File: config.mk
export PLATFORM = sky130hd
export DESIGN_NAME = sfd_top
export DESIGN_NICKNAME = d
export VERILOG_FILES = /design/src/sfd_pkg.sv /design/src/sfd_top.sv
export SDC_FILE = /design/constraint.sdc
export NUM_CORES = 1
export LEC_CHECK = 0
export BUFFER_PORTS_ARGS = -buffer_cell sky130_fd_sc_hd__buf_2
export CAP_MARGIN = 0
export CORE_MARGIN = 4
export CORE_UTILIZATION = 45
export DETAILED_ROUTE_END_ITERATION = 8
export PLACE_DENSITY = 0.61
export SKIP_LAST_GASP = 1
export SYNTH_ARGS = -nofsm -noshare
export SYNTH_HDL_FRONTEND = slang
export SYNTH_SLANG_ARGS = --single-unit
File: constraint.sdc
create_clock -name clk -period 9.8 [get_ports clk]
set_input_delay 0.49 -clock clk [delete_from_list [all_inputs] [get_ports clk]]
set_output_delay 0.49 -clock clk [all_outputs]
set_load 0.01 [all_outputs]
File: src/sfd_pkg.sv
// Constants, carrier types and state layout of the speaker fault
// diagnostics block.
// Assumes a 50 MHz clock and analog comparators that present their
// verdicts as level pins, one bit per channel.
//
// Functional notes
// - Latch output status after 100 ms pulse
// - Restart mode: per-channel shutdown, 1 ms recheck
// - Diagnostic mode enabled by host, trips start it
// - 1 ms recheck clear returns channel active
// - Overload persists: run 100 ms diagnostic cycle
// - After cycle: restart mode, results stored
// - No new cycle until host reads results
// - Flag channels with DC offset beyond 2 V
// - Offset window: enable or last read to read
// - Offset reported only if persistent whole window
// - Overload trip suspends offset and AC tests
// - AC detection only while enable bit set
// - Threshold bit selects AC current limits
// - Under three pulses in period: open tweeter
// - Several faults: at least one reported first
// - Double-fault priority table decides reported fault
// - Source/sink side depends on channel number
// - Permanent diagnostics never report open load
// - Fault reported only if stable whole period
// - Each read re-arms cycles, returns stored results (here only reads of the result register do)
// - Standby out with diag: pulse before bias
// - Cycle-done flag set when cycle terminates
package sfd_pkg;
    localparam int unsigned NCH = 4;
    localparam int unsigned CNT_W = 23;
    localparam int unsigned CLK_HZ = 50_000_000;
    // Times in milliseconds; cycle counts derived from the clock rate
    localparam int unsigned RECHECK_MS = 1;
    localparam int unsigned DIAG_MS = 100;
    localparam int unsigned ACQ_MS = 100;
    localparam logic [CNT_W-1:0] RECHECK_CYC = CNT_W'(CLK_HZ / 1000 * RECHECK_MS);
    localparam logic [CNT_W-1:0] DIAG_CYC = CNT_W'(CLK_HZ / 1000 * DIAG_MS);
    localparam logic [CNT_W-1:0] ACQ_CYC = CNT_W'(CLK_HZ / 1000 * ACQ_MS);
    localparam logic [CNT_W-1:0] CNT_ONE = 23'h000001;
    localparam logic [1:0] PULSE_MIN = 2'h3;
    // Byte addresses of the registers
    localparam logic [3:0] ADR_CTRL = 4'h0;
    localparam logic [3:0] ADR_STAT = 4'h4;
    localparam logic [3:0] ADR_RES = 4'h8;
    // Control register fields
    localparam int unsigned CTRL_DIAG = 0;
    localparam int unsigned CTRL_OFFS = 1;
    localparam int unsigned CTRL_CUR = 2;
    localparam int unsigned CTRL_THR = 3;
    localparam int unsigned CTRL_STBY = 4;
    localparam logic [4:0] CTRL_RST = 5'h00;
    // Fault code bits, also the low nibble of each result byte
    localparam int unsigned FC_GND = 0;
    localparam int unsigned FC_VS = 1;
    localparam int unsigned FC_ACR = 2;
    localparam int unsigned FC_OPEN = 3;
    localparam int unsigned RB_OFFS = 4;
    localparam int unsigned RB_TWT = 5;
    localparam int unsigned CH_STRIDE = 8;
    localparam int unsigned RES_DONE = 31;
    // Status register fields
    localparam int unsigned ST_DONE = 0;
    localparam int unsigned ST_BIAS = 1;
    localparam int unsigned ST_CHON = 4;

    typedef struct packed {
        logic [3:0] trip;
        logic [3:0] pulse;
        logic [3:0] offs;
        logic [3:0] open;
        logic [3:0] across;
        logic [3:0] vs;
        logic [3:0] gnd_neg;
        logic [3:0] gnd_pos;
    } sfd_pins_t;
    typedef struct packed {
        logic cyc;
        logic stb;
        logic we;
        logic [3:0] sel;
        logic [3:0] adr;
        logic [31:0] dat;
    } sfd_wb_req_t;
    typedef struct packed {
        logic ack;
        logic [31:0] dat;
    } sfd_wb_rsp_t;
    typedef struct packed {
        logic [3:0] ch_on;
        logic test_pulse;
        logic bias;
        logic hiz;
        logic thr_low;
    } sfd_amp_t;
    typedef enum logic [1:0] {T_STBY, T_PULSE, T_BIAS} sfd_top_st_t;
    typedef enum logic [1:0] {C_ACT, C_CHK, C_DIAG} sfd_ch_st_t;
    typedef struct packed {
        sfd_pins_t s1;
        sfd_pins_t s2;
        sfd_pins_t s3;
        sfd_pins_t flt;
        logic [3:0] pul_d;
        logic [4:0] ctrl;
        sfd_top_st_t tst;
        logic [CNT_W-1:0] tcnt;
        logic [3:0][3:0] tcode;
        logic tstab;
        sfd_ch_st_t [3:0] cst;
        logic [3:0][CNT_W-1:0] ccnt;
        logic [3:0][3:0] ccode;
        logic [3:0] cstab;
        logic done;
        logic [3:0][3:0] res;
        logic [3:0] off_ok;
        logic off_susp;
        logic ac_susp;
        logic [3:0][1:0] pcnt;
        sfd_wb_rsp_t rsp;
        sfd_amp_t amp;
    } sfd_state_t;
    localparam sfd_state_t ST_RST = '0;
endpackage

File: src/sfd_top.sv
// Speaker fault diagnostics sequencer with a classic Wishbone slave.
// Assumes fault pins come from asynchronous analog comparators and the
// amplifier stage obeys the channel enable, bias and pulse outputs.
//
// The Wishbone slave port and the register offsets are this design's own decisions.
`timescale 1ns/10ps
`default_nettype none
module sfd_top
    import sfd_pkg::*;
#(
    parameter logic [CNT_W-1:0] MS_CYC = RECHECK_CYC,
    parameter logic [CNT_W-1:0] DG_CYC = DIAG_CYC,
    parameter logic [CNT_W-1:0] AQ_CYC = ACQ_CYC
) (
    input wire logic clk,
    input wire logic rst,
    input wire sfd_wb_req_t wb_req,
    output var sfd_wb_rsp_t wb_rsp,
    input wire sfd_pins_t pins,
    output var sfd_amp_t amp
);
    sfd_state_t q; // Registered state
    sfd_state_t n; // Next state
    logic bus_go; // New bus request this cycle
    logic rd_res; // Host read of the results
    logic done_set; // A cycle terminated
    logic [3:0][3:0] code_now; // Permanent fault codes
    logic [3:0][3:0] ton_now; // Turn-on fault codes
    logic [3:0][3:0] res_set; // Codes stored this cycle
    logic [3:0] edge_p; // Rising current pulses
    logic [31:0] rd_word; // Result word for the host

    // Pick the source or sink output of a channel
    function automatic logic side(input int c, input logic [3:0] pos,
                                  input logic [3:0] neg, input logic src);
        logic srcpos;
        srcpos = (c == 1) || (c == 2);
        return (srcpos == src) ? pos[c] : neg[c];
    endfunction

    // Reduce simultaneous faults to the reported code
    function automatic logic [3:0] classify(input logic so,
        input logic test_current_sink_side, input logic vs, input logic ac,
        input logic op, input logic perm);
        logic [3:0] r;
        r = 4'h0;
        // Supply short dominates; source ground adds to it
        if (vs) begin
            r[FC_VS] = 1'b1;
            r[FC_GND] = so;
        // Sink ground with open load shows the open load
        end else if (test_current_sink_side && op && !so && !perm) begin
            r[FC_OPEN] = 1'b1;
        end else if (so || test_current_sink_side) begin
            r[FC_GND] = 1'b1;
        end else if (ac) begin
            r[FC_ACR] = 1'b1;
        // Permanent checks cannot see an open load
        end else if (op && !perm) begin
            r[FC_OPEN] = 1'b1;
        end
        return r;
    endfunction

    // Next-state logic for the whole block
    always_comb begin
        n = q;
        done_set = 1'b0;
        res_set = '0;
        rd_word = '0;
        code_now = '0;
        ton_now = '0;
        bus_go = wb_req.cyc && wb_req.stb && !q.rsp.ack;
        rd_res = bus_go && !wb_req.we && (wb_req.adr == ADR_RES);
        // Three-stage sync; a level counts once stages two and three agree
        n.s1 = pins;
        n.s2 = q.s1;
        n.s3 = q.s2;
        n.flt = sfd_pins_t'((q.s2 & q.s3) | (q.flt & (q.s2 ^ q.s3)));
        n.pul_d = q.flt.pulse;
        edge_p = q.flt.pulse & ~q.pul_d;
        // Classify every channel for both kinds of diagnostic
        for (int c = 0; c < NCH; c++) begin
            code_now[c] = classify(side(c, q.flt.gnd_pos, q.flt.gnd_neg, 1'b1),
                side(c, q.flt.gnd_pos, q.flt.gnd_neg, 1'b0), q.flt.vs[c],
                q.flt.across[c], q.flt.open[c], 1'b1);
            ton_now[c] = classify(side(c, q.flt.gnd_pos, q.flt.gnd_neg, 1'b1),
                side(c, q.flt.gnd_pos, q.flt.gnd_neg, 1'b0), q.flt.vs[c],
                q.flt.across[c], q.flt.open[c], 1'b0);
        end

        // Control register write
        if (bus_go && wb_req.we && wb_req.adr == ADR_CTRL && wb_req.sel[0]) begin
            n.ctrl = wb_req.dat[4:0];
        end

        // Turn-on sequencing: the pulse runs while outputs float
        unique case (q.tst)
            T_STBY: begin
                if (q.ctrl[CTRL_STBY]) begin
                    if (q.ctrl[CTRL_DIAG] && !q.done) begin
                        n.tst = T_PULSE;
                        n.tcnt = AQ_CYC - CNT_ONE;
                        n.tcode = ton_now;
                        n.tstab = 1'b1;
                    end else begin
                        n.tst = T_BIAS;
                    end
                end
            end
            T_PULSE: begin
                if (!q.ctrl[CTRL_STBY]) begin
                    n.tst = T_STBY;
                end else begin
                    // Any change during acquisition spoils the result
                    if (ton_now != q.tcode) begin
                        n.tstab = 1'b0;
                    end
                    if (q.tcnt != '0) begin
                        n.tcnt = q.tcnt - CNT_ONE;
                    end else begin
                        // Sample at the end of the pulse top
                        if (q.tstab && ton_now == q.tcode) begin
                            res_set = q.tcode;
                        end
                        done_set = 1'b1;
                        n.tst = T_BIAS;
                    end
                end
            end
            T_BIAS: begin
                if (!q.ctrl[CTRL_STBY]) begin
                    n.tst = T_STBY;
                end
            end
        endcase

        // Permanent diagnostics, one independent machine per channel
        for (int c = 0; c < NCH; c++) begin
            if (q.tst != T_BIAS) begin
                n.cst[c] = C_ACT;
            end else begin
                unique case (q.cst[c])
                    C_ACT: begin
                        // Trip shuts only this channel down
                        if (q.flt.trip[c]) begin
                            n.cst[c] = C_CHK;
                            n.ccnt[c] = MS_CYC - CNT_ONE;
                        end
                    end
                    C_CHK: begin
                        if (q.ccnt[c] != '0) begin
                            n.ccnt[c] = q.ccnt[c] - CNT_ONE;
                        end else if (!q.flt.trip[c]) begin
                            // Overload gone: back to play
                            n.cst[c] = C_ACT;
                        end else if (q.ctrl[CTRL_DIAG] && !q.done) begin
                            // Overload persists: measure it
                            n.cst[c] = C_DIAG;
                            n.ccnt[c] = DG_CYC - CNT_ONE;
                            n.ccode[c] = code_now[c];
                            n.cstab[c] = 1'b1;
                        end else begin
                            // Locked or no diagnostics: recheck each ms
                            n.ccnt[c] = MS_CYC - CNT_ONE;
                        end
                    end
                    C_DIAG: begin
                        if (code_now[c] != q.ccode[c]) begin
                            n.cstab[c] = 1'b0;
                        end
                        if (q.ccnt[c] != '0) begin
                            n.ccnt[c] = q.ccnt[c] - CNT_ONE;
                        end else begin
                            if (q.cstab[c] && code_now[c] == q.ccode[c]) begin
                                res_set[c] = res_set[c] | q.ccode[c];
                            end
                            done_set = 1'b1;
                            // Channel falls back to restart mode
                            n.cst[c] = C_CHK;
                            n.ccnt[c] = MS_CYC - CNT_ONE;
                        end
                    end
                    default: begin
                        n.cst[c] = C_ACT;
                    end
                endcase
            end
            n.amp.ch_on[c] = (n.tst == T_BIAS) && (n.cst[c] == C_ACT);
        end

        // Offset window: reopened while disabled or at a read, else narrowed
        if (!q.ctrl[CTRL_OFFS] || rd_res) begin
            n.off_ok = '1;
            n.off_susp = 1'b0;
        end
        // The read cycle already belongs to the new window, so a trip or a
        // missing offset in that cycle is not lost to the clear
        if (q.ctrl[CTRL_OFFS]) begin
            n.off_ok = n.off_ok & q.flt.offs;
            if (|q.flt.trip) begin
                n.off_susp = 1'b1;
            end
        end

        // Current pulse counting over the measuring period
        if (!q.ctrl[CTRL_CUR] || rd_res) begin
            n.pcnt = '0;
            n.ac_susp = 1'b0;
        end
        // A pulse or trip in the read cycle counts toward the new period
        if (q.ctrl[CTRL_CUR]) begin
            for (int c = 0; c < NCH; c++) begin
                // Saturate; only the third pulse matters
                if (edge_p[c] && n.pcnt[c] != PULSE_MIN) begin
                    n.pcnt[c] = n.pcnt[c] + 2'h1;
                end
            end
            if (|q.flt.trip) begin
                n.ac_susp = 1'b1;
            end
        end

        // Result word as seen at this read
        for (int c = 0; c < NCH; c++) begin
            rd_word[c*CH_STRIDE +: 4] = q.res[c];
            rd_word[c*CH_STRIDE + RB_OFFS] = q.ctrl[CTRL_OFFS] && !q.off_susp
                && q.off_ok[c];
            rd_word[c*CH_STRIDE + RB_TWT] = q.ctrl[CTRL_CUR] && !q.ac_susp
                && (q.pcnt[c] != PULSE_MIN);
        end
        rd_word[RES_DONE] = q.done;

        // Stored results; a new set beats the read's clear
        for (int c = 0; c < NCH; c++) begin
            n.res[c] = res_set[c] | (rd_res ? 4'h0 : q.res[c]);
        end
        n.done = done_set || (q.done && !rd_res);

        // Bus answer one cycle after the request, then dropped
        n.rsp.ack = bus_go;
        if (bus_go && !wb_req.we) begin
            unique case (wb_req.adr)
                ADR_CTRL: n.rsp.dat = {27'h0, q.ctrl};
                ADR_STAT: begin
                    n.rsp.dat = '0;
                    n.rsp.dat[ST_DONE] = q.done;
                    n.rsp.dat[ST_BIAS] = q.amp.bias;
                    n.rsp.dat[ST_CHON +: 4] = q.amp.ch_on;
                end
                ADR_RES: n.rsp.dat = rd_word;
                default: n.rsp.dat = '0;
            endcase
        end

        // Amplifier controls
        n.amp.test_pulse = (n.tst == T_PULSE);
        n.amp.bias = (n.tst == T_BIAS);
        n.amp.hiz = (n.tst != T_BIAS);
        n.amp.thr_low = n.ctrl[CTRL_THR];
    end

    // State register
    always_ff @(posedge clk or posedge rst) begin
        if (rst) begin
            q <= ST_RST;
        end else begin
            q <= n;
        end
    end

    assign wb_rsp = q.rsp;
    assign amp = q.amp;
endmodule
`default_nettype wire

# ---- Word-level counts from Yosys, hierarchy flattened
# Cells that the tools add are included.
dict set report totals {
  regBits 366
  latchBits 0
  ram_bits 0
  mem_bits_ro 0
  input_bits 77
  memories 0
}
dict set report op_classes {
  addsub 9
  mul 0
  div 0
  magnitude_cmp 0
  eq_ne 63
  n_shift 0
  mux 185
  bitwise_logic 20
  reduce_logical 99
}
# cell count
set ops {}
lappend ops {{23-bit two-way mux} 19}
lappend ops {{23-bit one-hot mux with 3 select lines} 4}
lappend ops {{23-bit nonzero test} 5}
lappend ops {{23-bit by 1-bit subtractor with 23-bit output, second input constant} 5}
lappend ops {{32-bit one-hot mux with 3 select lines} 1}
lappend ops {{1-bit two-way mux} 80}
lappend ops {{2-bit two-way mux} 40}
lappend ops {{4-bit two-way mux} 20}
lappend ops {{2-bit != test, second input constant} 35}
lappend ops {{32-bit bitwise AND} 2}
lappend ops {{16-bit two-way mux} 4}
lappend ops {{23-bit one-hot mux with 2 select lines} 1}
lappend ops {{42-bit two-way mux} 1}
lappend ops {{1-bit logical AND} 40}
lappend ops {{40-bit two-way mux} 1}
lappend ops {{32-bit OR} 1}
lappend ops {{32-bit bitwise XOR} 1}
lappend ops {{2-bit one-hot mux with 3 select lines} 5}
lappend ops {{5-bit AND reduction} 6}
lappend ops {{6-bit AND reduction} 4}
lappend ops {{2-bit logical NOT} 9}
lappend ops {{9-bit two-way mux} 2}
lappend ops {{16-bit == test} 1}
lappend ops {{16-bit != test} 1}
lappend ops {{other kinds (23)} 88}

# ---- Depth between registers and ports, before layout
# Gate-level depths: netlist of the first run.
dict set report depth {
  word_depth 17
  mapped_depth 12
  depth_no_buf 9
}

# ---- Worst setup path after synthesis of the first run
# No wires, ideal clock.
dict set report synth_path {
  path_type {reg-to-reg}
  start {reg q[186] (netlist name)}
  end {reg q[120] (netlist name)}
  setup_ps 69
  arrival_time_ps 2398
  required_ps 9731
  slack_ps 7333
  path_stages_with_launch 13
  path_buffers 4
  path_cell_list {dfrtp_1 inv_1 ha_1 clkbuf_1 or2_1 clkbuf_2 nand2_1 a21o_1 buf_2 or2_2 clkbuf_1 or4_1 nand3_1}
}
dict set report synth_between {
  elab_chain_len 3
  elab_cells_between_ends 8
  classes_between {eq/ne (4); mux (1); reduce/logical (3)}
}
# element line
set synth_lines {}
lappend synth_lines {{from (decl)} sfd_top.sv:22} ;# sfd_state_t q;
lappend synth_lines {{from (signal assigned)} sfd_top.sv:268} ;# q <= n;
lappend synth_lines {{2-bit by 1-bit == test with 1-bit output (tied with other cells)} sfd_top.sv:143} ;# unique case (q.cst[c])
lappend synth_lines {{3-bit != test (no line) (tied with other cells)} n/a}
lappend synth_lines {{4-bit AND reduction (no line)} n/a}
# Parallel ways exist; a longest one is shown, timed or not.
# A chain may end at the register's enable or synchronous reset.

# ---- Worst setup path after layout of the first run
dict set report layout_path {
  start {reg q[119] (netlist name)}
  end {reg q[81] (netlist name)}
}
dict set report layout_between {
  elab_chain_len 3
}
# element line
set layout_lines {}
lappend layout_lines {{23-bit nonzero test} sfd_top.sv:152} ;# if (q.ccnt[c] != '0) begin
lappend layout_lines {{1-bit NOT (no line)} n/a}
lappend layout_lines {{5-bit AND reduction (no line)} n/a}
# No other way between the ends.

==> impl.org, run 1 <==
** Power and ir drop
- Clock Power Share :: 37.6%
- Leakage component of the power :: 8.761 nW
- Fraction of power spent switching nets :: 31.19%
- The worst-case IR drop observed on VDD is 0.0001494 V.
- Overall power consumption after layout is estimated at 4.428 mW.
- The internal portion of the total power is 3.047 mW.
- Dividing total power by cell area gives a power density of 230.8 nW/um2.
- For this design the total switching power over the nets is 1.381 mW.
- Part of the total power dissipated in combinational logic :: 20.8%
- Sequential power share :: 41.5%

** Global route
- The via count of the first global-routing pass came to 12326.
- Global-route wire length before repair :: 65270 um
- Initial antenna violation count :: 0
- For this run, the total global-route usage over all layers was measured as 19.09%.
- The global routing stage identified its most utilized layer as met2.
- For this run the aggregate overflow at the end of global routing stands at 0.
- For this run, global-route usage on met3 was measured as 2.763%.
- In the global route stage, met1 resource usage came out at 28.26%.
- Met2 routing resource usage after global routing :: 29.31%
- Entering global routing, the biggest net connects 192 pins.

** Logic synthesis
- Summed over all instances, the cell type with the most area after synthesis is sky130_fd_sc_hd__dfrtp_1.
- Of all flip-flops after synthesis, the portion carrying an async set or reset was 100.0%.
- Ranked by total cell area, the synthesized netlist is headed by sky130_fd_sc_hd__dfrtp_1 (53%), sky130_fd_sc_hd__ha_1 (4.5%), sky130_fd_sc_hd__o21ai_0 (4.2%).
- By area, the combinational part of the netlist is dominated by simple AND/OR/NAND/NOR gates.
- Of the total synthesized cell area, the portion taken by AND, OR, NAND and NOR gates is 17.26%.
- After synthesis, the largest area contributor takes up 52.79% of total cell area.
- The Yosys step of the flow raised 0 warnings.
- Register bit total from synthesis :: 361
- Adder-cell share of the synthesized area :: 4.460%
- Post-synth cell types :: 81
- Each instance of the synthesized netlist takes up on average 10.25 um2.
- Number of enable-type register cells in the synthesized netlist :: 0
- Summing every instance area after synthesis gives 17110 um2.
- Multiplexer fraction of the synthesized cell area :: 1.762%
- For this run, the leading register cell type out of synthesis is sky130_fd_sc_hd__dfrtp_1.
- Complex-gate fraction of the synthesized area :: 16.55%
- Sequential element share of the synthesized area :: 52.79%
- Synthesized instance count :: 1669
- After Yosys synthesis, XOR and XNOR cells account for 2.508% of the synthesized area.

** Clock tree
- The later pin in the worst-skew pair is clocked with a latency of 0.55 ns.
- The longest clock path from root to sink contains 3 buffers.
- In this run, post-CTS repair resized a total of 0 instances.
- Clock root buffer :: sky130_fd_sc_hd__clkbuf_16
- Counting every sink on the clock net gives 361.
- The number of hold buffers added after CTS was 0.
- After clock tree synthesis, the clock-pin slew on the worst setup and hold paths is 0.06 ns.
- TritonCTS clock tree :: done
- # H-tree levels :: 2
- Counting the buffers created by CTS gives 40.
- In this run the post-CTS setup repair buffer count came out at 0.

** Detailed routing
- DRC Markers :: 0
- Per-cell via count in the routed design :: 5.677
- For this block, the routed nets add up to 39070 um of wire.
- Across all layers, the routed design uses 12710 vias.
- Detailed-router iteration count before antenna repair :: 5
- Violation count after the first detailed-routing iteration :: 853
- Dividing the detail-routed wire length by the instance count gives 17.45 um.
- Once detail routing completed, the nets flagged for antenna violations numbered 0.

** Floorplanning
- Effective utilization at floorplan :: 45.54%
- The initialized floorplan defines 71 standard-cell rows.
- Die X :: 203 um
- Number of top-level pins :: 118
- Die Y-Extent :: 203 um
- Floorplan die area :: 41210 um2
- Standard cell core area :: 37580 um2

** Place
- Including well taps, the total number of placed cells is 2165.
- OpenSTA, run right after detailed placement, puts the worst setup slack at 6.676 ns.
- Dpl cell area :: 17700 um2
- Count of buffers inserted at the top-level ports :: 82
- Routability-driven placement finished with a final weighted congestion of 0.8535.
- HPWL Detailed :: 26120 um

** Run status
- Result of the run :: finished, final reports clean

** STA
- TNS Setup :: 0 ns
- Between clock sinks in the finished design, the worst skew comes to 0.01313 ns.
- The number of max-slew violations in the final report came to 0.
- Setup violations remaining at the end of the flow were counted as 0.
- Achievable clock frequency :: 310.6 MHz
- Worst slew margin relative to its limit :: 23.09%
- The final hold violation count came to 0.
- Worst Slack Setup Final :: 6.580 ns
- For the pin with the worst max-slew slack, the measured transition is 1.154 ns.
- In the finished design, the share of the clock period the worst path needs comes to 32.85%.
- Unrepaired setup endpoints after global routing :: false
- The routed design could run at a clock period as short as 3.220 ns.

** Layout
- The count of cells in the finished layout, fillers not included, comes to 2239.
- Area occupied by multi-input gates :: 7303 um2
- The finished cells cover 19190 um2.
- Number of filler cells placed in the layout :: 3380
- Fraction of final layout cells sized beyond drive strength 1 :: 12.73%
- Signed area change from the synthesized netlist to the final layout :: 12.12%
- The final layout contains 1834 nets.
- The repair_antennas step left the layout with diodes totalling 0.
- In the final layout, flip-flops and latches occupy 9034 um2.

** Critical path
- Worst Path Max Fanout :: 14
- STA puts the critical path data arrival time at 3.65 ns.
- STA classifies the critical path endpoint as a register.
- Element type at the critical path start :: register
- By startpoint and endpoint, the worst setup path is classified as reg2reg.
- Data on the critical path is required at its endpoint by 10.23 ns.

** Hold path
- The worst hold path belongs to the class in2async.

** Flow run
- Maximum capacitance violations :: 0
==> through the flow <==
stage / hold slack, ns / util, %
6_report: 0.02235 / 51.06
3_3_place_gp: 0.3328 / 47.10
5_1_grt: 0.01234 / 51.06
3_5_place_dp: 0.3347 / 47.10
4_1_cts: 0.006725 / 51.06
2_1_floorplan: 0.3312 / -
==> synthesized netlist by cell type (5+ instances only) <==
master	n
sky130_fd_sc_hd__o31a_1	5
sky130_fd_sc_hd__a221o_1	13
sky130_fd_sc_hd__a41oi_1	6
sky130_fd_sc_hd__or4_1	14
sky130_fd_sc_hd__or2_2	6
sky130_fd_sc_hd__o21a_1	7
sky130_fd_sc_hd__buf_4	41
sky130_fd_sc_hd__nor2_1	141
sky130_fd_sc_hd__o22ai_1	5
sky130_fd_sc_hd__nand3_1	41
sky130_fd_sc_hd__nor4b_1	8
sky130_fd_sc_hd__buf_2	10
sky130_fd_sc_hd__nor4_1	31
sky130_fd_sc_hd__o31ai_1	13
sky130_fd_sc_hd__inv_1	52
sky130_fd_sc_hd__and4_1	5
sky130_fd_sc_hd__a32o_1	6
sky130_fd_sc_hd__dfrtp_1	361
sky130_fd_sc_hd__a21oi_1	85
sky130_fd_sc_hd__nand2b_1	13
sky130_fd_sc_hd__xor2_1	19
sky130_fd_sc_hd__ha_1	61
sky130_fd_sc_hd__or3_1	18
sky130_fd_sc_hd__and3_1	15
sky130_fd_sc_hd__xnor2_1	30
sky130_fd_sc_hd__nor3_1	54
sky130_fd_sc_hd__nand2_1	130
sky130_fd_sc_hd__mux2_2	17
sky130_fd_sc_hd__a31oi_1	33
sky130_fd_sc_hd__nand4_1	16
sky130_fd_sc_hd__o21ai_0	143
sky130_fd_sc_hd__a21o_1	41
sky130_fd_sc_hd__nor2b_1	11
sky130_fd_sc_hd__a211oi_1	9
sky130_fd_sc_hd__clkbuf_1	62
sky130_fd_sc_hd__a22o_1	26
sky130_fd_sc_hd__and2_1	23
sky130_fd_sc_hd__nor3b_1	8
sky130_fd_sc_hd__o22a_1	10
sky130_fd_sc_hd__o41ai_1	6
sky130_fd_sc_hd__mux2i_1	8
==> metal layers <==
metal	up-vias	wire length, um	share of wire, %
li1	6049	-	-
met1	6292	18630	48
met2	315	17790	46
met3	54	1957	5.0
met4	0	685	1.8
met5	-	0	0
==> flip-flops by register name, summed over array words and instances, names as in the netlist <==
name and count:
q 258, n 68, amp 7, wb_rsp 28
==> cells by family after synthesis <==
logic type | after synthesis
mux | 27
fa+ha+maj | 61
xor+xnor | 49
flops | 361
buf+inv | 167
other cells | 1
compound gates | 438
simple gates | 565
==> cells in the final DEF, fill, tap and decap left out, types with 7 or more instances in the layout <==
cell type and count:
sky130_fd_sc_hd__nor2_1 141, sky130_fd_sc_hd__ha_1 61, sky130_fd_sc_hd__a22o_1 26, sky130_fd_sc_hd__and2_1 23, sky130_fd_sc_hd__a21o_1 41, sky130_fd_sc_hd__mux2_2 17, sky130_fd_sc_hd__nand3_1 41, sky130_fd_sc_hd__a211oi_1 9
sky130_fd_sc_hd__xnor2_1 30, sky130_fd_sc_hd__a31oi_1 33, sky130_fd_sc_hd__o21a_1 7, sky130_fd_sc_hd__or3_1 18, sky130_fd_sc_hd__nor3_1 54, sky130_fd_sc_hd__buf_2 82, sky130_fd_sc_hd__clkbuf_16 41, sky130_fd_sc_hd__inv_1 51
sky130_fd_sc_hd__dfrtp_1 361, sky130_fd_sc_hd__nor3b_1 8, sky130_fd_sc_hd__o22a_1 10, sky130_fd_sc_hd__mux2i_1 8, sky130_fd_sc_hd__nand2_1 130, sky130_fd_sc_hd__o21ai_0 142, sky130_fd_sc_hd__and3_1 15, sky130_fd_sc_hd__nor4b_1 8
sky130_fd_sc_hd__buf_4 12, sky130_fd_sc_hd__a221o_1 13, sky130_fd_sc_hd__nand2b_1 13, sky130_fd_sc_hd__bufinv_16 9, sky130_fd_sc_hd__nand4_1 16, sky130_fd_sc_hd__xor2_1 19, sky130_fd_sc_hd__o31ai_1 12, sky130_fd_sc_hd__or4_1 14
sky130_fd_sc_hd__nor4_1 31, sky130_fd_sc_hd__a21oi_1 85, sky130_fd_sc_hd__clkinv_2 11, sky130_fd_sc_hd__nor2b_1 11
==> final timing paths <==
check                         start      to  slack (ns)  depth (start not counted)
setup / recovery             q[119]   q[81]        6.58                          5
hold reg to reg              n[336]  n[304]        0.35                          0
min in group clk           pins[18]  n[325]        0.04                          1
hold / removal                  rst  n[337]        0.02                          2
setup reg to reg             q[119]   q[81]        6.58                          5
max in group asynchronous       rst  q[259]        7.70                          4
==> layout make-up <==
class	instances	share of cell area, %
timing repair buffer	95	2.713
multi-input combinational	1145	38.07
inverter	53	1.056
clock inverter	26	1.950
sequential	361	47.08
clock buffer	48	5.798
tap	511	3.332
==> critical path, cell delays in order, from the launching register on <==
cell and delay, ns:
sky130_fd_sc_hd__dfrtp_1 0.45, sky130_fd_sc_hd__nor4_1 0.70, sky130_fd_sc_hd__and4_1 0.42, sky130_fd_sc_hd__nand4_1 0.59, sky130_fd_sc_hd__nor3_2 0.56, sky130_fd_sc_hd__mux2_2 0.39
==> power groups by stage <==
stage	sequential [mW]	clock, mW	combinational (mW)
3_3_place_gp	1.85	0	0.897
4_1_cts	1.84	1.71	0.921
2_1_floorplan	1.80	0	0.727
5_1_grt	1.86	1.77	1.04
6_report	1.84	1.67	0.923
3_5_place_dp	1.86	0	0.915
(Power assumes the default switching activity.)
==> run 2: changes to the inputs <==
--- a/config.mk
+++ b/config.mk
@@ -5,12 +5,13 @@
 export SDC_FILE = /design/constraint.sdc
 export NUM_CORES = 1
 export LEC_CHECK = 0
+export ABC_AREA = 1
 export BUFFER_PORTS_ARGS = -buffer_cell sky130_fd_sc_hd__buf_2
 export CAP_MARGIN = 0
 export CORE_MARGIN = 4
 export CORE_UTILIZATION = 45
 export DETAILED_ROUTE_END_ITERATION = 8
-export PLACE_DENSITY = 0.61
+export PLACE_DENSITY = 0.6
 export SKIP_LAST_GASP = 1
 export SYNTH_ARGS = -nofsm -noshare
 export SYNTH_HDL_FRONTEND = slang
==> constraint.sdc (replaced) <==
create_clock -name clk -period 2.95 [get_ports clk]
set_input_delay 0.1475 -clock clk [delete_from_list [all_inputs] [get_ports clk]]
set_output_delay 0.1475 -clock clk [all_outputs]
set_load 0.01 [all_outputs]
==> run 2 against run 1 <==
Compared with the run above: utilization up 1.2 points; area after synthesis up 7.3%; clock skew up 0.0072 ns; die area up 7.0%; worst hold slack better by 0.075 ns; sequential power rose to 3.4 times the previous value; global-route usage up 0.22 points; count of clock-buffer cells in the layout up 8; sequential share of layout area down 3.9 points; critical path type is now in2reg; largest cell class unchanged.
==> impl.org, run 2 <==
** Logic synthesis
- The most common cell in the synthesized netlist is sky130_fd_sc_hd__nand2_1 (was sky130_fd_sc_hd__dfrtp_1).
- Largest cells by area after synthesis :: sky130_fd_sc_hd__dfrtp_1 (49%), sky130_fd_sc_hd__nand2_1 (11%), sky130_fd_sc_hd__inv_1 (5.7%) (was sky130_fd_sc_hd__dfrtp_1 (53%), sky130_fd_sc_hd__ha_1 (4.5%), sky130_fd_sc_hd__o21ai_0 (4.2%))
- Post-synth cell types :: 46 (was 81)
- Number of enable-type register cells in the synthesized netlist :: 0 (unchanged)
- The synthesis warning total was 0 (unchanged).
- The sequential area share after synthesis came to 49.20% (was 52.79%).
- Yosys top cell by area :: sky130_fd_sc_hd__dfrtp_1 (unchanged)
- Ranking of synthesized cells by instance count: sky130_fd_sc_hd__nand2_1 (518), sky130_fd_sc_hd__dfrtp_1 (361), sky130_fd_sc_hd__inv_1 (277) (was sky130_fd_sc_hd__dfrtp_1 (361), sky130_fd_sc_hd__o21ai_0 (143), sky130_fd_sc_hd__nor2_1 (141)).
- The post-synthesis instance area came to 18360 um2 (was 17110 um2).
- Register bit total from synthesis :: 361 (unchanged)
- Ys async rst share :: 100.0% (unchanged)
- The cell count after synthesis was 2227 (was 1669).
- The average cell area after synthesis is 8.245 um2 (was 10.25 um2).
- Yosys top cell area share :: 49.20% (was 52.79%)
- The most used flip-flop cell after synthesis was sky130_fd_sc_hd__dfrtp_1 (unchanged).

** Global route
- Global-route wire length before repair :: 71370 um (was 65270 um)
- The pin count of the biggest net entering global routing came to 82 (was 192).
- The total congestion overflow after global routing came to 0 (unchanged).
- The number of antenna violations at the first check in global routing is 0 (unchanged).
- Global-route usage over all layers :: 19.31% (was 19.09%)
- Number of global-route vias before repair :: 14327 (was 12326)

** Critical path
- Element type at the critical path end :: register (unchanged)
- Worst setup path start :: wb_req[41] (was q[119])
- Worst Path Max Fanout :: 8 (was 14)
- The data required time at the worst endpoint came to 3.39 ns (was 10.23 ns).
- Critical register-to-register path endpoint :: q[103] (was q[81])
- The path depth of the worst reg2reg path came to 11 (was 5).
- Launching point of the worst reg2reg path :: q[232] (was q[119])
- The kind of critical path was in2reg (was reg2reg).
- Worst reg2reg setup slack :: 0.44 ns (was 6.58 ns)
- The kind of launch point of the worst setup path is a primary input (was register).
- The arrival time at the worst endpoint was 3.17 ns (was 3.65 ns).

** Clock tree
- The CTS clock-pin slew for the worst setup and hold paths was 0.06 ns (about the same).
- The buffer depth of the longest clock path is 3 (unchanged).
- Clock root buffer :: sky130_fd_sc_hd__clkbuf_16 (unchanged)
- The clock tree from TritonCTS is done (unchanged).
- Number of post-CTS setup repair buffers :: 0 (unchanged)
- # H-tree levels :: 2 (unchanged)
- The clock sink total is 361 (unchanged).
- The total CTS buffers was 41 (was 40).
- The clock latency of the later-clocked register in the worst-skew pair came to 0.56 ns (was 0.55 ns).

** Layout
- The share of final-layout standard cells stronger than drive strength 1 came to 10.24% (was 12.73%).
- The multi-input logic area came to 7724 um2 (was 7303 um2).
- The net count reported at finish is 2480 (was 1834).
- The filler cell count in the final layout was 3770 (was 3380).
- The antenna diode count is 0 (unchanged).
- Leading cell types in the layout, fill and taps excluded: sky130_fd_sc_hd__nand2_1 (518), sky130_fd_sc_hd__dfrtp_1 (361), sky130_fd_sc_hd__inv_1 (276), sky130_fd_sc_hd__nor2_1 (256), sky130_fd_sc_hd__nand3_1 (164) (was sky130_fd_sc_hd__dfrtp_1 (361), sky130_fd_sc_hd__o21ai_0 (142), sky130_fd_sc_hd__nor2_1 (141), sky130_fd_sc_hd__nand2_1 (130), sky130_fd_sc_hd__a21oi_1 (85)).
- Largest register by flop count :: q (unchanged)
- Final core utilization :: 52.26% (was 51.06%)
- The sequential cell area was 9034 um2 (unchanged).
- The number of non-filler instances in the completed layout was 2897 (was 2239).
- Signed area change from the synthesized netlist to the final layout :: 13.87% (was 12.12%)
- Flip-flop count of the largest register after layout :: 258 (unchanged)
- Area of all placed cells without fillers :: 20910 um2 (was 19190 um2)
- The most common cell after layout, fill and taps aside was sky130_fd_sc_hd__nand2_1 (was sky130_fd_sc_hd__dfrtp_1).

** STA
- The final hold violation count is 0 (unchanged).
- Worst clock skew :: 0.02037 ns (was 0.01313 ns)
- The final setup violation count came to 0 (unchanged).
- In the finished design, the share of the clock period the worst path needs comes to 92.54%.
- Timing would allow up to 366.3 MHz.
- Slew Viols, Final :: 0 (unchanged)
- The remaining max-slew budget at the tightest pin came to 44.74% (was 23.09%).
- Actual slew at the worst max-slew pin :: 0.8259 ns (was 1.154 ns)
- Subtracting the final worst setup slack from the clock period gives 2.730 ns.
- Unrepaired setup endpoints after global routing :: false (unchanged)

** Hold path
- Hold_sp :: wb_req[32]
- For hold timing, the worst endpoint is wb_rsp[6].
- The path class of the lowest-slack min-delay path was in2reg (was in2async).
- Along the worst hold path, the cell count comes to 6.

** Power and ir drop
- Worst VDD drop :: 0.0004242 V (was 0.0001494 V)
- Power Density :: 760.2 nW/um2 (was 230.8 nW/um2)
- The static leakage was 10.71 nW (was 8.761 nW).
- The total internal power is 10.22 mW (was 3.047 mW).
- Reported net switching power :: 5.671 mW (was 1.381 mW)
- Fraction of power spent switching nets :: 35.68% (was 31.19%)
- The overall power came to 15.89 mW (was 4.428 mW).
- Part of the total power dissipated in combinational logic :: 28.5% (was 20.8%)
- The part of the total power dissipated in sequential elements came to 39.2% (was 41.5%).
- The clock network fraction of design power is 32.3% (was 37.6%).

** Run status
- Result of the run :: finished, final reports clean (unchanged)

** Detailed routing
- Post-DRT Antenna Nets :: 0 (unchanged)
- DRC Markers :: 0 (unchanged)
- The average via count per standard cell was 5.037 (was 5.677).
- Total wire length after detailed routing :: 42500 um (was 39070 um)
- The vias after detailed routing is 14593 (was 12710).
- The detail-routed net length per standard cell is 14.67 um (was 17.45 um).
- Detailed-router iteration count before antenna repair :: 6 (was 5)
- The number of violations reported at the end of detailed-routing iteration 0 is 1222 (was 853).

** Floorplanning
- Die X :: 210.0 um (was 203 um)
- Floorplan die area :: 44100 um2 (was 41210 um2)
- The area of the core region was 40010 um2 (was 37580 um2).
- The number of placement rows came to 73 (was 71).
- Die Y-Extent :: 210.0 um (was 203 um)
- The number of top-level pins came to 118 (unchanged).
- The starting utilization of the core area came to 45.90% (was 45.54%).

** Place
- The instance area after placement is 19120 um2 (was 17700 um2).
- The detailed placement HPWL came to 30200 um (was 26120 um).
- The total of buffers placed on input and output ports is 82 (unchanged).
- The final RePlAce weighted congestion was 0.8810 (was 0.8535).
- # placed instances :: 2782 (was 2165)

** Flow run
- Maximum capacitance violations :: 0 (unchanged)
==> run 2: cell count changes in the layout (fill, tap and decap cells not counted), sizes merged, moves of 20 or more <==
cell / change
or3: -20
a22oi: +23
nand3: +130
nor3: -23
dlygate4sd3: +42
and2: -23
inv: +230
a21oi: -24
a31oi: -30
nand4: +30
nand2: +401
nor2: +138
nor4: -31
==> run 2: per-stage QoR <==
stage / setup WS (ns) / hold WS, ns / TNS (ns)
floorplan: -2.038 / 0.1789 / -735.63
global placement: 0.5164 / 0.2553 / 0
detailed placement: 0.4720 / 0.2568 / 0
CTS: 0.2666 / 0.07121 / 0
global route: 0.03356 / 0.1353 / 0
finish: 0.2202 / 0.09783 / 0
==> run 2: area by class of cell <==
cell class	instances	share of cell area, %
timing repair buffer	150	5.086
tap	525	3.142
inverter	283	5.098
multi-input combinational	1505	36.94
clock inverter	17	0.9634
clock buffer	56	5.565
sequential	361	43.21
==> run 2: repair_timing <==
action / in CTS / in global routing
resized for setup: 0 / 1
hold buffers: 42 / 0
endpoints found under the setup margin: 0 / 1
endpoints found under the hold margin: 67 / 0
==> run 2: power by group through the flow <==
stage | Clock (mW) | Sequential (mW) | Combinational [mW]
after floorplan | 0 | 6.08 | 3.56
after global placement | 0 | 6.30 | 4.37
after detailed placement | 0 | 6.31 | 4.47
after global routing | 5.47 | 6.32 | 5.19
after CTS | 5.29 | 6.23 | 4.54
final | 5.14 | 6.23 | 4.53
==> run 2: routing by layer <==
| layer | track usage, % | part of all wire (%) | vias to the layer above |
|---|---|---|---|
| li1 | - | - | 7413 |
| met1 | 27.30 | 48 | 6851 |
| met2 | 31.13 | 46 | 256 |
| met3 | 2.858 | 4.0 | 73 |
| met4 | 5.851 | 2.5 | 0 |
| met5 | 0 | 0 | - |
==> run 2: worst max-delay path by stage <==
stage              to  slack [ns]  depth (start not counted)
6_report        q[48]        0.22                         17
5_1_grt         q[46]        0.03                         17
4_1_cts         q[48]        0.27                         17
3_5_place_dp   q[109]        0.47                         12
3_3_place_gp   q[109]        0.52                         12
2_1_floorplan  amp[1]       -2.04                          1
==> run 2: cell families (layout without fill, tap and decap cells) <==
family / count (synthesis) / after routing / share of synthesized area, %
XOR/XNOR: 49 / 49 / 2.337
adder cells (fa/ha/maj): 61 / 61 / 4.156
AND/OR/NAND/NOR: 1079 / 1079 / 25.35
AO/OA/AOI/OAI: 310 / 310 / 10.03
multiplexers: 1 / 1 / 0.06132
flip-flops: 361 / 361 / 49.20
other: 1 / 5 / 0.02042
buffers and inverters: 365 / 506 / 8.851
==> run 2: critical path, cell delays in order <==
cell and delay [ns]:
sky130_fd_sc_hd__dlygate4sd3_1 0.53, sky130_fd_sc_hd__buf_2 0.11, sky130_fd_sc_hd__nand2_1 0.04, sky130_fd_sc_hd__dlygate4sd3_1 0.54
sky130_fd_sc_hd__nor2_1 0.18, sky130_fd_sc_hd__inv_1 0.08, sky130_fd_sc_hd__nor2_2 0.20, sky130_fd_sc_hd__inv_2 0.06
sky130_fd_sc_hd__nor2_1 0.12, sky130_fd_sc_hd__nor2_1 0.16, sky130_fd_sc_hd__nand2_1 0.14, sky130_fd_sc_hd__inv_1 0.06
sky130_fd_sc_hd__ha_1 0.17, sky130_fd_sc_hd__nor3_1 0.31, sky130_fd_sc_hd__inv_1 0.10, sky130_fd_sc_hd__o21ai_0 0.16
sky130_fd_sc_hd__a21oi_1 0.07
==> run 3: changes to the inputs <==
--- a/config.mk
+++ b/config.mk
@@ -8,10 +8,12 @@
 export ABC_AREA = 1
 export BUFFER_PORTS_ARGS = -buffer_cell sky130_fd_sc_hd__buf_2
 export CAP_MARGIN = 0
+export CELL_PAD_IN_SITES_DETAIL_PLACEMENT = 1
+export CELL_PAD_IN_SITES_GLOBAL_PLACEMENT = 2
 export CORE_MARGIN = 4
-export CORE_UTILIZATION = 45
+export CORE_UTILIZATION = 40
 export DETAILED_ROUTE_END_ITERATION = 8
-export PLACE_DENSITY = 0.6
+export PLACE_DENSITY = 0.81
 export SKIP_LAST_GASP = 1
 export SYNTH_ARGS = -nofsm -noshare
 export SYNTH_HDL_FRONTEND = slang
==> constraint.sdc (replaced) <==
create_clock -name clk -period 3.4 [get_ports clk]
set_input_delay 0.17 -clock clk [delete_from_list [all_inputs] [get_ports clk]]
set_output_delay 0.17 -clock clk [all_outputs]
set_load 0.01 [all_outputs]
==> run 3 against run 2 <==
Compared with the run above: sequential power down 13%; cell count up 2.3%; wire length up 22%; die area up 12%; utilization down 5.9 points; critical path type unchanged.
==> impl.org, run 3 (synthesized netlist as in run 2, its figures left out) <==
** Run status
- Result of the run :: finished, final reports clean (unchanged)

** STA
- Achievable clock frequency :: 319.9 MHz
- Number of failing setup endpoints in the final timing report :: 0 (unchanged)
- WHS :: 0.07852 ns (was 0.09783 ns)
- Final Cycle Share :: 91.94%
- Unrepaired setup endpoints after global routing :: false (unchanged)
- Worst slew margin relative to its limit :: 42.06% (was 44.74%)
- Hold Vio Cnt, Final :: 0 (unchanged)
- The number of max-slew violations in the final report came to 0 (unchanged).
- The final worst setup slack is 0.2741 ns (was 0.2202 ns).
- The worst path needs 3.126 ns of the cycle, external delays included.
- The worst setup skew after layout was 0.02205 ns (was 0.02037 ns).
- The actual transition at the worst max-transition pin was 0.8658 ns (was 0.8259 ns).

** Place
- The final RePlAce weighted congestion was 0.8306 (was 0.8810).
- The detailed placement HPWL is 37130 um (was 30200 um).
- Count of buffers inserted at the top-level ports :: 82 (unchanged)
- Setup Slack @ Placement :: 0.7128 ns (was 0.4720 ns)
- # placed instances :: 2851 (was 2782)

** Detailed routing
- Total wire length after detailed routing :: 52010 um (was 42500 um)
- Detailed-router iteration count before antenna repair :: 7 (was 6)
- The average via count per standard cell came to 5.119 (was 5.037).
- The vias after detailed routing was 15178 (was 14593).
- The number of violations reported at the end of detailed-routing iteration 0 came to 791 (was 1222).
- Routed length per placed instance :: 17.54 um (was 14.67 um)
- DRC Markers :: 0 (unchanged)
- Post-DRT Antenna Nets :: 0 (unchanged)

** Floorplanning
- Standard cell core area :: 45380 um2 (was 40010 um2)
- The number of placement rows was 78 (was 73).
- The starting utilization of the core area came to 40.46% (was 45.90%).
- The die area came to 49400 um2 (was 44100 um2).
- Die Y-Extent :: 222.3 um (was 210.0 um)
- Number of top-level pins :: 118 (unchanged)
- The width of the chip is 222.3 um (was 210.0 um).

** Global route
- The total global-route track usage came to 21.21% (was 19.31%).
- Number of global-route vias before repair :: 16130 (was 14327)
- Global-route wire length before repair :: 86420 um (was 71370 um)
- The pin count of the biggest net entering global routing is 85 (was 82).
- Global route overflow :: 0 (unchanged)
- Initial antenna violation count :: 0 (unchanged)

** Clock tree
- Clock latency on the worst-skew pair :: 0.58 ns (was 0.56 ns)
- # H-tree levels :: 2 (unchanged)
- Longest Clk Path Bufs :: 3 (unchanged)
- TritonCTS clock tree :: done (unchanged)
- Cts bufs inserted :: 42 (was 41)
- Number of post-CTS setup repair buffers :: 0 (unchanged)
- The clock sink total is 361 (unchanged).
- Clk slew on worst S/H paths :: 0.05 ns (was 0.06 ns)
- Clock root buffer :: sky130_fd_sc_hd__clkbuf_16 (unchanged)

** Layout
- Area occupied by multi-input gates :: 7721 um2 (was 7724 um2)
- Signed area change from the synthesized netlist to the final layout :: 14.66% (was 13.87%)
- Fraction of final layout cells sized beyond drive strength 1 :: 10.06% (was 10.24%)
- Post-layout nets :: 2474 (was 2480)
- Commonest non-fill, non-tap cell in the layout :: sky130_fd_sc_hd__nand2_1 (unchanged)
- The number of non-filler instances in the completed layout was 2965 (was 2897).
- Leading cell types in the layout, fill and taps excluded :: sky130_fd_sc_hd__nand2_1 (518), sky130_fd_sc_hd__dfrtp_1 (361), sky130_fd_sc_hd__inv_1 (276), sky130_fd_sc_hd__nor2_1 (255), sky130_fd_sc_hd__nand3_1 (164) (was sky130_fd_sc_hd__nand2_1 (518), sky130_fd_sc_hd__dfrtp_1 (361), sky130_fd_sc_hd__inv_1 (276), sky130_fd_sc_hd__nor2_1 (256), sky130_fd_sc_hd__nand3_1 (164))
- Largest register by flop count :: q (unchanged)
- Total inserted antenna cells :: 0 (unchanged)
- The filler cell count in the final layout came to 5436 (was 3770).
- Storage element area :: 9034 um2 (unchanged)
- The flip-flop count of the largest register, all copies and words added is 258 (unchanged).

** Power and ir drop
- The overall power came to 14.29 mW (was 15.89 mW).
- The power density over the cells came to 678.6 nW/um2 (was 760.2 nW/um2).
- The static leakage came to 10.75 nW (was 10.71 nW).
- Worst VDD drop :: 0.0003682 V (was 0.0004242 V)

** Flow run
- Maximum capacitance violations :: 0 (unchanged)

** Critical path
- The kind of launch point of the worst setup path was a primary input (unchanged).
- Endpoint arrival time on the critical path :: 3.57 ns (was 3.17 ns)
- Class of the most critical setup path :: in2reg (unchanged)
- The kind of capture point of the worst setup path was a register (unchanged).
- The biggest fanout along the worst timing path came to 32 (was 8).
- The data required time at the worst endpoint was 3.85 ns (was 3.39 ns).

** Hold path
- The path class of the lowest-slack min-delay path is in2reg (unchanged).
-- run 3: path summary, 6_finish.rpt --
check,from,end,slack (ns),cells past startpoint
worst min register to register,n[314],n[282],0.35,0
max in group asynchronous,rst,q[296],2.23,4
worst max register to register,wb_rsp[32],q[48],0.72,13
worst min-delay path,wb_req[35],wb_rsp[1],0.08,4
min in group asynchronous,rst,n[319],0.28,3
worst max-delay path,wb_req[41],q[48],0.27,17
-- run 3: metal layers --
metal  wire length [um]  share of wire [%]  vias up  track usage [%]
li1                   -                  -     7363                -
met1              24470                 47     7547            29.05
met2              24680                 47      206            35.99
met3               1891                3.6       62            3.290
met4                964                1.9        0            4.342
met5                  0                  0        -                0
-- run 3: worst max-delay path: stages --
cell and delay [ns]:
sky130_fd_sc_hd__dlygate4sd3_1 0.53, sky130_fd_sc_hd__buf_2 0.10, sky130_fd_sc_hd__nand2_1 0.04, sky130_fd_sc_hd__dlygate4sd3_1 0.56
sky130_fd_sc_hd__nor2_1 0.17, sky130_fd_sc_hd__inv_1 0.07, sky130_fd_sc_hd__nor2_2 0.21, sky130_fd_sc_hd__inv_2 0.34
sky130_fd_sc_hd__nor2_2 0.20, sky130_fd_sc_hd__nor2_1 0.16, sky130_fd_sc_hd__nand2_1 0.12, sky130_fd_sc_hd__inv_1 0.06
sky130_fd_sc_hd__ha_1 0.19, sky130_fd_sc_hd__nor3_1 0.28, sky130_fd_sc_hd__inv_1 0.11, sky130_fd_sc_hd__o21ai_0 0.19
sky130_fd_sc_hd__a21oi_1 0.06
-- run 3: per-stage QoR --
stage          cell area, um2  TNS, ns  utilization (%)
2_1_floorplan           18380  -581.31                -
3_3_place_gp            19190        0            42.30
3_5_place_dp            19190        0            42.30
4_1_cts                 21060        0            46.40
5_1_grt                 21060        0            46.40
6_report                21060        0            46.40
-- run 3: report_power, final --
| group | leakage [nW] | switching [mW] | internal [mW] |
|---|---|---|---|
| Sequential | 4.46 | 0.534 | 4.88 |
| Combinational | 5.58 | 2.79 | 1.31 |
| Clock | 0.715 | 1.84 | 2.93 |
| Total | 10.8 | 5.16 | 9.12 |
-- run 3: area by class of cell --
class | instances | share of cell area [%]
timing repair buffer | 143 | 4.908
sequential | 361 | 42.90
clock buffer | 59 | 5.931
tap | 600 | 3.565
inverter | 283 | 5.063
multi-input combinational | 1505 | 36.67
clock inverter | 14 | 0.9567
-- run 3: repair_timing --
item,4_1_cts,5_1_grt
hold endpoints to repair,61,0
hold buffers,41,0
resized for setup,0,0
